### config.mk
export PLATFORM = sky130hd
export DESIGN_NAME = system_clock_source_select
export DESIGN_NICKNAME = d
export VERILOG_FILES = /design/src/common/clock_select_pkg.sv /design/src/logic/sync2.sv /design/src/logic/tick_postscaler.sv /design/src/logic/system_clock_source_select.sv
export SDC_FILE = /design/constraint.sdc
export NUM_CORES = 1
export LEC_CHECK = 0
export ABC_AREA = 0
export BUFFER_PORTS_ARGS = -buffer_cell sky130_fd_sc_hd__buf_2
export CAP_MARGIN = 20
export CORE_AREA = 2 2 91 93
export DETAILED_ROUTE_END_ITERATION = 8
export DIE_AREA = 0 0 93 95
export GPL_ROUTABILITY_DRIVEN = 1
export PLACE_DENSITY = 0.8
export SLEW_MARGIN = 10
export SYNTH_ARGS = -nofsm -noshare
export SYNTH_HDL_FRONTEND = slang
export SYNTH_SLANG_ARGS = --single-unit
### constraint.sdc
create_clock -name clock -period 2.7 [get_ports clock]
set_input_delay 0.27 -clock clock [delete_from_list [all_inputs] [get_ports clock]]
set_output_delay 0.27 -clock clock [all_outputs]
set_load 0.01 [all_outputs]
### src/common/clock_select_pkg.sv
// shared constants and types for the system clock source selector
package clock_select_pkg;

    // configuration word layout
    localparam int          CFG_WIDTH      = 16;
    localparam int          MODE_LSB       = 0;
    localparam int          PINFUNC_BIT    = 2;
    localparam int          CKSM_LSB       = 6;
    localparam int          SRC_LSB        = 8;
    localparam logic [15:0] CFG_ERASED     = 16'hffff;

    // primary mode field encodings
    localparam logic [1:0]  MODE_EXT_CLOCK = 2'h0;
    localparam logic [1:0]  MODE_CRYSTAL   = 2'h1;
    localparam logic [1:0]  MODE_HS_XTAL   = 2'h2;
    localparam logic [1:0]  MODE_OFF       = 2'h3;

    // initial source field encodings
    localparam logic [2:0]  CODE_FRC       = 3'h0;
    localparam logic [2:0]  CODE_FRC_PLL   = 3'h1;
    localparam logic [2:0]  CODE_PRI       = 3'h2;
    localparam logic [2:0]  CODE_PRI_PLL   = 3'h3;
    localparam logic [2:0]  CODE_SEC       = 3'h4;
    localparam logic [2:0]  CODE_LOW_POWER_INTERNAL_RC      = 3'h5;
    localparam logic [2:0]  CODE_RESERVED  = 3'h6;
    localparam logic [2:0]  CODE_FRC_DIV   = 3'h7;

    // register map, word offsets on the plain register port
    localparam int          ADDR_WIDTH     = 4;
    localparam int          DATA_WIDTH     = 16;
    localparam logic [3:0]  REG_STATUS     = 4'h0;
    localparam logic [3:0]  REG_CONTROL    = 4'h1;
    localparam logic [3:0]  REG_SWITCH     = 4'h2;

    // status field positions
    localparam int          ST_SOURCE_LSB  = 0;
    localparam int          ST_PLL         = 2;
    localparam int          ST_POSTSCALE   = 3;
    localparam int          ST_SWITCH_EN   = 4;
    localparam int          ST_MONITOR_EN  = 5;
    localparam int          ST_INVALID     = 6;
    localparam int          ST_FAILED      = 7;
    localparam int          ST_REFUSED     = 8;
    localparam int          ST_MODE_LSB    = 9;

    // reset values
    localparam logic [2:0]  POSTSCALE_RESET = 3'h1;
    localparam logic [2:0]  SWITCH_RESET    = 3'h7;

    // timing
    localparam logic [1:0]  SYNC_SETTLE     = 2'h2;
    localparam int          CLK_PERIOD_NS   = 25;
    localparam int          FAIL_TIMEOUT_NS = 2000;
    localparam int          FAIL_TIMEOUT_CYCLES =
        (FAIL_TIMEOUT_NS + CLK_PERIOD_NS - 1) / CLK_PERIOD_NS;

    typedef enum logic [1:0] {
        SRC_PRIMARY   = 2'b00,
        SRC_SECONDARY = 2'b01,
        SRC_FAST_RC   = 2'b10,
        SRC_LOW_POWER = 2'b11
    } osc_source_t;

    typedef enum logic [1:0] {
        ST_WAIT   = 2'b00,
        ST_RUN    = 2'b01,
        ST_FAILOV = 2'b10
    } run_state_t;

    typedef struct packed {
        osc_source_t source;
        logic        pll_on;
        logic        postscale_on;
        logic        invalid;
    } clock_select_t;

    localparam clock_select_t SEL_ERASED = '{SRC_FAST_RC, 1'b0, 1'b1, 1'b0};

endpackage

### src/logic/sync2.sv
// two flip-flop synchroniser for levels entering from outside the clock
`timescale 1ns/1ps
module sync2 #(
    parameter int WIDTH = 1
) (
    input  wire logic             clock,
    input  wire logic             rst,
    input  wire logic [WIDTH-1:0] async_in,
    output logic      [WIDTH-1:0] sync_out
);

    logic [WIDTH-1:0] meta_q;

    // the first stage feeds only the second stage
    always_ff @(posedge clock or posedge rst)
    begin
        if (rst)
        begin
            meta_q   <= '0;
            sync_out <= '0;
        end
        else
        begin
            meta_q   <= async_in;
            sync_out <= meta_q;
        end
    end

endmodule

### src/logic/tick_postscaler.sv
// divides a tick stream by a power of two, or passes it through
`timescale 1ns/1ps
module tick_postscaler #(
    parameter int RATIO_WIDTH = 3
) (
    input  wire logic                   clock,
    input  wire logic                   rst,
    input  wire logic                   tick_in,
    input  wire logic                   bypass,
    input  wire logic [RATIO_WIDTH-1:0] ratio,
    output logic                        tick_out
);

    localparam int CNT_WIDTH = (1 << RATIO_WIDTH) - 1;

    logic [CNT_WIDTH-1:0] count_q;
    logic [CNT_WIDTH-1:0] limit;
    logic                 wrap;

    // divide by two to the power of ratio
    assign limit = CNT_WIDTH'((1 << ratio) - 1);
    assign wrap  = (count_q >= limit);

    // counter restarts on wrap; a smaller ratio takes effect at once
    always_ff @(posedge clock or posedge rst)
    begin
        if (rst)
            count_q <= '0;
        else if (tick_in)
            count_q <= (wrap || bypass) ? '0 : count_q + 1'b1;
    end

    always_ff @(posedge clock or posedge rst)
    begin
        if (rst)
            tick_out <= 1'b0;
        else
            tick_out <= tick_in && (bypass || wrap);
    end

endmodule

### src/logic/system_clock_source_select.sv
// system clock source selection, postscaler and instruction clock
//
// Summary of operation
// - system clock comes from exactly one of four oscillator sources
// - 4x pll only behind primary oscillator or fast internal rc
// - fast internal rc may be slowed by a programmable divider
// - instruction cycle clock is the system clock, after the postscaler, divided by two
// - some primary modes drive the instruction clock on second pin
// - power-on source comes from mode bits 1:0 and source bits 10:8
// - erased configuration selects fast internal rc with postscaler
// - run-time switching only when upper switch/monitor bit is zero
// - fail-safe clock monitor only when both switch/monitor bits zero
// - source codes: 101 low power rc, 100 secondary, 001/000 fast rc
// - 010 primary, 011 primary with pll; high-speed crystal has no pll
//
// The plain strobed port and the placing of the registers were left to the implementer.
`timescale 1ns/1ps
module system_clock_source_select #(
    parameter int FAIL_CYCLES = clock_select_pkg::FAIL_TIMEOUT_CYCLES
) (
    input  wire logic        clock,
    input  wire logic        rst,
    input  wire logic [3:0]  reg_addr,
    input  wire logic [15:0] reg_wdata,
    input  wire logic        reg_write,
    input  wire logic        reg_read,
    output logic      [15:0] reg_rdata,
    input  wire logic [15:0] config_word,
    input  wire logic [3:0]  osc_inputs,
    output logic      [1:0]  active_source,
    output logic             pll_enable,
    output logic             system_tick,
    output logic             instruction_cycle_clock,
    output logic             second_oscillator_pin_out,
    output logic             second_oscillator_pin_oe,
    output logic             clock_switch_enabled,
    output logic             fail_safe_clock_monitor_enabled,
    output logic             clock_failed
);

    logic [15:0]                   cfg_sync;
    logic [3:0]                    osc_sync;
    clock_select_pkg::run_state_t  state_q;
    logic [1:0]                    settle_q;
    logic [1:0]                    primary_mode_field_q;
    logic [1:0]                    switch_monitor_field_q;
    logic                          osc_pin_function_bit_q;
    clock_select_pkg::clock_select_t sel_q;
    clock_select_pkg::clock_select_t boot_sel;
    clock_select_pkg::clock_select_t req_sel;
    logic [2:0]                    postscale_q;
    logic [2:0]                    switch_code_q;
    logic                          refused_q;
    logic                          src_prev_q;
    logic                          src_level;
    logic                          src_rise;
    logic [7:0]                    watch_q;
    logic                          timeout;
    logic                          load_now;
    logic                          switch_wr;
    logic                          switch_ok;
    logic                          icc_q;
    logic                          pin_oe_q;
    logic                          post_tick;

    // decodes a primary mode and source code into one source selection
    function automatic clock_select_pkg::clock_select_t decode_sel(
        input logic [1:0] mode,
        input logic [2:0] code
    );
        clock_select_pkg::clock_select_t s;
        s = '{clock_select_pkg::SRC_FAST_RC, 1'b0, 1'b0, 1'b0};
        case (code)
            clock_select_pkg::CODE_FRC:
                s.source = clock_select_pkg::SRC_FAST_RC;
            clock_select_pkg::CODE_FRC_PLL:
                s.pll_on = 1'b1;
            clock_select_pkg::CODE_PRI:
            begin
                // primary disabled: fall back to fast rc, flag it
                if (mode == clock_select_pkg::MODE_OFF)
                    s.invalid = 1'b1;
                else
                    s.source = clock_select_pkg::SRC_PRIMARY;
            end
            clock_select_pkg::CODE_PRI_PLL:
            begin
                if (mode == clock_select_pkg::MODE_OFF)
                    s.invalid = 1'b1;
                else
                begin
                    s.source  = clock_select_pkg::SRC_PRIMARY;
                    s.pll_on  = (mode != clock_select_pkg::MODE_HS_XTAL);
                    s.invalid = (mode == clock_select_pkg::MODE_HS_XTAL);
                end
            end
            clock_select_pkg::CODE_SEC:
                s.source = clock_select_pkg::SRC_SECONDARY;
            clock_select_pkg::CODE_LOW_POWER_INTERNAL_RC:
                s.source = clock_select_pkg::SRC_LOW_POWER;
            clock_select_pkg::CODE_RESERVED:
                s.invalid = 1'b1;
            default:
                s.postscale_on = 1'b1;
        endcase
        return s;
    endfunction

    // configuration word and oscillator levels come from outside the clock
    sync2 #(
        .WIDTH (16)
    ) u_cfg_sync (
        .clock    (clock),
        .rst      (rst),
        .async_in (config_word),
        .sync_out (cfg_sync)
    );

    sync2 #(
        .WIDTH (4)
    ) u_osc_sync (
        .clock    (clock),
        .rst      (rst),
        .async_in (osc_inputs),
        .sync_out (osc_sync)
    );

    assign boot_sel = decode_sel(
        cfg_sync[clock_select_pkg::MODE_LSB +: 2],
        cfg_sync[clock_select_pkg::SRC_LSB +: 3]);
    assign req_sel   = decode_sel(primary_mode_field_q, reg_wdata[2:0]);
    assign load_now  = (state_q == clock_select_pkg::ST_WAIT) &&
                       (settle_q == clock_select_pkg::SYNC_SETTLE);
    assign switch_wr = reg_write && (reg_addr == clock_select_pkg::REG_SWITCH);
    assign switch_ok = switch_wr && clock_switch_enabled &&
                       (state_q == clock_select_pkg::ST_RUN);

    // settle counter lets the synchroniser fill before capture
    always_ff @(posedge clock or posedge rst)
    begin
        if (rst)
            settle_q <= 2'h0;
        else if (state_q == clock_select_pkg::ST_WAIT && !load_now)
            settle_q <= settle_q + 2'h1;
    end

    // run state: wait for capture, run, or failed over to fast rc
    always_ff @(posedge clock or posedge rst)
    begin
        if (rst)
            state_q <= clock_select_pkg::ST_WAIT;
        else
        begin
            case (state_q)
                clock_select_pkg::ST_WAIT:
                    if (load_now)
                        state_q <= clock_select_pkg::ST_RUN;
                clock_select_pkg::ST_RUN:
                    if (timeout)
                        state_q <= clock_select_pkg::ST_FAILOV;
                clock_select_pkg::ST_FAILOV:
                    state_q <= clock_select_pkg::ST_FAILOV;
                default:
                    state_q <= clock_select_pkg::ST_WAIT;
            endcase
        end
    end

    // configuration fields are frozen once, at the end of power-on reset
    always_ff @(posedge clock or posedge rst)
    begin
        if (rst)
        begin
            primary_mode_field_q   <= 2'h3;
            switch_monitor_field_q <= 2'h3;
            osc_pin_function_bit_q <= 1'b1;
        end
        else if (load_now)
        begin
            primary_mode_field_q   <= cfg_sync[clock_select_pkg::MODE_LSB +: 2];
            switch_monitor_field_q <= cfg_sync[clock_select_pkg::CKSM_LSB +: 2];
            osc_pin_function_bit_q <= cfg_sync[clock_select_pkg::PINFUNC_BIT];
        end
    end

    // exactly one source is selected at any time
    always_ff @(posedge clock or posedge rst)
    begin
        if (rst)
            sel_q <= clock_select_pkg::SEL_ERASED;
        else if (load_now)
            sel_q <= boot_sel;
        else if (timeout)
            sel_q <= '{clock_select_pkg::SRC_FAST_RC, 1'b0, 1'b0, 1'b0};
        else if (switch_ok)
            sel_q <= req_sel;
    end

    assign clock_switch_enabled = !switch_monitor_field_q[1];
    assign fail_safe_clock_monitor_enabled =
        (switch_monitor_field_q == 2'h0);

    // rising edges of the selected, synchronised oscillator level
    assign src_level = osc_sync[sel_q.source];
    assign src_rise  = src_level && !src_prev_q;

    always_ff @(posedge clock or posedge rst)
    begin
        if (rst)
            src_prev_q <= 1'b0;
        else
            src_prev_q <= src_level;
    end

    // monitor: a source that stops toggling forces fast rc
    assign timeout = fail_safe_clock_monitor_enabled &&
                     (state_q == clock_select_pkg::ST_RUN) && !src_rise &&
                     (sel_q.source != clock_select_pkg::SRC_FAST_RC) &&
                     (watch_q == 8'(FAIL_CYCLES - 1));

    always_ff @(posedge clock or posedge rst)
    begin
        if (rst)
            watch_q <= 8'h00;
        else if (src_rise || switch_ok || state_q != clock_select_pkg::ST_RUN)
            watch_q <= 8'h00;
        else if (!timeout)
            watch_q <= watch_q + 8'h01;
    end

    // postscaler acts only while fast rc with divider is selected
    tick_postscaler #(
        .RATIO_WIDTH (3)
    ) u_postscaler (
        .clock    (clock),
        .rst      (rst),
        .tick_in  (src_rise),
        .bypass   (!sel_q.postscale_on),
        .ratio    (postscale_q),
        .tick_out (post_tick)
    );

    assign system_tick = post_tick;

    // instruction clock toggles per system tick, giving half the rate
    always_ff @(posedge clock or posedge rst)
    begin
        if (rst)
            icc_q <= 1'b0;
        else if (post_tick)
            icc_q <= !icc_q;
    end

    assign instruction_cycle_clock = icc_q;

    // crystal modes need the second pin for the crystal; never drive it
    always_ff @(posedge clock or posedge rst)
    begin
        if (rst)
            pin_oe_q <= 1'b0;
        else
            pin_oe_q <= (state_q != clock_select_pkg::ST_WAIT) &&
                        osc_pin_function_bit_q &&
                        (primary_mode_field_q == clock_select_pkg::MODE_OFF ||
                         primary_mode_field_q ==
                         clock_select_pkg::MODE_EXT_CLOCK);
    end

    assign second_oscillator_pin_oe  = pin_oe_q;
    assign second_oscillator_pin_out = icc_q;

    assign active_source = sel_q.source;
    assign pll_enable    = sel_q.pll_on;
    assign clock_failed  = (state_q == clock_select_pkg::ST_FAILOV);

    // postscaler ratio and last requested source code
    always_ff @(posedge clock or posedge rst)
    begin
        if (rst)
        begin
            postscale_q   <= clock_select_pkg::POSTSCALE_RESET;
            switch_code_q <= clock_select_pkg::SWITCH_RESET;
        end
        else
        begin
            if (reg_write && reg_addr == clock_select_pkg::REG_CONTROL)
                postscale_q <= reg_wdata[2:0];
            if (switch_wr)
                switch_code_q <= reg_wdata[2:0];
        end
    end

    // refused flag: a new refusal wins over a write-one clear
    always_ff @(posedge clock or posedge rst)
    begin
        if (rst)
            refused_q <= 1'b0;
        else if (switch_wr && !switch_ok)
            refused_q <= 1'b1;
        else if (reg_write && reg_addr == clock_select_pkg::REG_STATUS &&
                 reg_wdata[clock_select_pkg::ST_REFUSED])
            refused_q <= 1'b0;
    end

    // read data stands one cycle after the strobe; unmapped reads as zero
    always_ff @(posedge clock or posedge rst)
    begin
        if (rst)
            reg_rdata <= 16'h0000;
        else if (reg_read)
        begin
            case (reg_addr)
                clock_select_pkg::REG_STATUS:
                    reg_rdata <= {5'h00, primary_mode_field_q, refused_q,
                                  clock_failed, sel_q.invalid,
                                  fail_safe_clock_monitor_enabled,
                                  clock_switch_enabled, sel_q.postscale_on,
                                  sel_q.pll_on, sel_q.source};
                clock_select_pkg::REG_CONTROL:
                    reg_rdata <= {13'h0000, postscale_q};
                clock_select_pkg::REG_SWITCH:
                    reg_rdata <= {13'h0000, switch_code_q};
                default:
                    reg_rdata <= 16'h0000;
            endcase
        end
        else
            reg_rdata <= 16'h0000;
    end
endmodule

==> flow_summary.toml <==
[die]
core_area_mm2 = 0.007928
die-area_mm2 = 0.008835
fp-row-count = 33
start_util_pct = 43.36
die_w_um = 93
die_h_um = 95
ios = 70

[power_and_ir_drop]
clkPwrFrac_pct = 24.5
pwr-share-seq_pct = 46.4
p_per_area_mw_per_mm2 = 801.3
p_comb_share_pct = 29.2
p_switching_mw = 1.148
ir_drop_uv = 459.1
p_sw_share_pct = 34.58
internal_power_mw = 2.172
p_leak_nw = 2.000

[timing]
timing.final.crit_period_ps = 2726
fin_crit_sh_pct = 101.0
grt_setup_unrepaired = "true"
finalHoldViolCount = 0
slew_headroom_pct = 64.51
slew_violations = 0
timing.fmax_mhz = 366.8
worst_pin_slew_ps = 532.4
setup_tns_ps = -82.20
finClkSkew_ps = 11.73
setup_violations = 6
timing.final.ws_setup_ps = -26.01

[yosys]
ys.flop_type = "dfrtp_1"
ys.warnings.count = 0
yosys.area.top_type = "dfrtp_1"
ys_ff_latch = 75
synth_top_area_share_pct = 46.60
synthCells = 311
synth_cell_types = 51
syn_area_mm2 = 0.003437
synthArstFlopShare_pct = 100.0
yosysMostFrequentCell = "dfrtp_1"
synth-seq-area-share_pct = 55.01
synth_edf_count = 0
synth_common_cells = "dfrtp_1 (64), nand2_1 (30), nor2_1 (26)"
synthTopCellsByArea = "dfrtp_1 (47%), dfstp_2 (8.4%), ha_1 (6.2%)"
syn_avg_cell_area_um2 = 11.05

[setup_path]
r2r_slack_ps = -30
critical_path_buf_inv_count = 0
start_kind = "flop"
worstPathRequired_ps = 2950
critPathKind = "reg -> reg"
cp_max_fo = 7
arrival_ps = 2970
critical_path.top_delay_family = "compound AO/OA/AOI/OAI gates"
cp_slowest_cell = "dfrtp_1"
cpPeakStageDelay_ps = 420
worstPathCellList = "or3_4 > ha_4 > nor3_2 > a21oi_1 > o21a_1 > ha_1 > and4_1 > o21ai_2 > o2111ai_4 > nor2_4 > a221o_1"
endpoint_kind = "flop"

[outcome]
violations = "setup timing"
outcome = "finished with violations"

[global_route]
grt_use_met2_pct = 27.60
use_met1_pct = 21.38
grt_max_degree = 36
grt-ovfl-total = 0
grt_busiest_layer = "met2"
gr-usage-all-layers_pct = 16.92
first_global_vias = 2433
grt_pass1_wl_um = 11440
antenna_found_initial = 0
grt_use_met3_pct = 4.948

[detailed_routing]
ant_nets = 0
wl_per_cell_um = 13.90
drcViolationCount = 0
vias = 2472
firstDrtPassIters = 5
finalWirelength_um = 6783
vias_per_cell = 5.066
drt_iter0_drc = 80

[place]
dp_hpwl_um = 4834
dp_slack_ps = -89.94
numPortBuffers = 44
place.gp.congestion = 0.7928

[job]
max_cap_violations = 0

[finish]
nNetsFinal = 439
layout-drive-gt1-share_pct = 26.11
syn2layout_area_growth_pct = 20.53
diodes = 0

[cts]
numCtsBuffers = 9
clk_pin_slew_worst_paths_ps = 90
cts_tree = "built"
htreeDepth = 3
cts-root-buf = "clkbuf_8"
worstSkewPairLatency_ps = 360
cts.path.max_buffers = 2
clkSinkCount = 75

[hold_path]
hold_path_class = "in -> reg"
-- timing repair --
item | 4_1_cts | 5_1_grt
hold buffers | 7 | 3
pin swaps | 3 | 4
hold endpoints to repair | 17 | 3
resized for setup | 2 | 2
setup buffers | 1 | 1
endpoints found under the setup margin | 7 | 7
-- registers in the layout (all words and copies together) (netlist names), 2 cells and up --
register and count:
watch_q 8, state_q 2, u_postscaler.count_q 7, u_osc_sync.sync_out 4
postscale_q 3, primary_mode_field_q 2, switch_code_q 3, settle_q 2
u_cfg_sync.sync_out 8, u_cfg_sync.meta_q 8, sel_q 2, u_osc_sync.meta_q 4
switch_monitor_field_q 2, reg_rdata 11, active_source 2
-- power by group through the flow --
stage	sequential [mW]	combinational [mW]	clock, mW
2_1_floorplan	1.52	0.653	0
3_3_place_gp	1.54	0.881	0
3_5_place_dp	1.56	0.911	0
4_1_cts	1.54	0.959	0.830
5_1_grt	1.57	1.08	0.881
6_report	1.54	0.968	0.812
-- path summary, 6_finish.rpt --
check | startpoint | end | cells past startpoint
worst min register to register | u_cfg_sync.meta_q[1] | u_cfg_sync.sync_out[1] | 0
worst max-delay path | postscale_q[2] | u_postscaler.count_q[6] | 11
max in group asynchronous | rst | active_source[1] | 4
worst min-delay path | config_word[9] | u_cfg_sync.meta_q[9] | 1
min in group asynchronous | rst | u_osc_sync.sync_out[0] | 3
worst max register to register | postscale_q[2] | u_postscaler.count_q[6] | 11
-- cell usage in the layout (no fill, tap or decap), types with 4 or more instances in the layout --
cell type / count
o21ai_0: 9
and2_1: 7
buf_2: 44
nor2b_1: 5
dfrtp_1: 64
nor4_1: 4
nand3_1: 8
inv_1: 11
nand2b_1: 6
nor2_1: 24
mux2_1: 6
a21oi_1: 15
clkbuf_8: 9
xor2_1: 5
o21ai_1: 8
buf_4: 15
conb_1: 5
xnor2_1: 4
mux2i_1: 7
dlygate4sd3_1: 10
nand2_1: 30
ha_1: 16
dfstp_2: 11
-- layout make-up --
cell class | count | area, µm²
clock inverters | 7 | 58.81
fillers | 714 | 3785
clock buffers | 9 | 123.9
inverters | 12 | 45.04
multi-input cells | 211 | 1460
well taps | 105 | 131.4
flip-flops and latches | 75 | 1891
repair buffers | 69 | 432.9
-- cells by family after synthesis --
logic type               Yosys count  share of synthesized area, %
AND/OR/NAND/NOR                  108                         16.38
buffers and inverters             29                         4.332
other                              1                        0.1091
XOR/XNOR                           9                         2.293
AO/OA/AOI/OAI                     57                         11.03
flip-flops                        75                         55.01
adder cells (fa/ha/maj)           17                         6.188
multiplexers                      15                         4.660
-- per-stage QoR --
| stage | util, % | power (mW) | hold WS, ps | instance area, µm² | cells |
|---|---|---|---|---|---|
| 6_report | 52.26 | 3.319 | 15.86 | 4143 | 488 |
| 3_5_place_dp | 48.22 | 2.467 | 213.8 | 3822 | 460 |
| 2_1_floorplan | - | 2.177 | 301.4 | 3497 | 315 |
| 4_1_cts | 51.70 | 3.325 | 0.7353 | 4099 | 484 |
| 5_1_grt | 52.26 | 3.530 | 1.499 | 4143 | 488 |
| 3_3_place_gp | 48.22 | 2.425 | 206.1 | 3822 | 460 |
-- routing by layer --
layer  up-vias  wire, µm
met5         -         0
met4         0       104
met3        10       356
met2        61      3276
met1      1198      3046
li1       1203         -
Power figures use the tool's default switching activity.
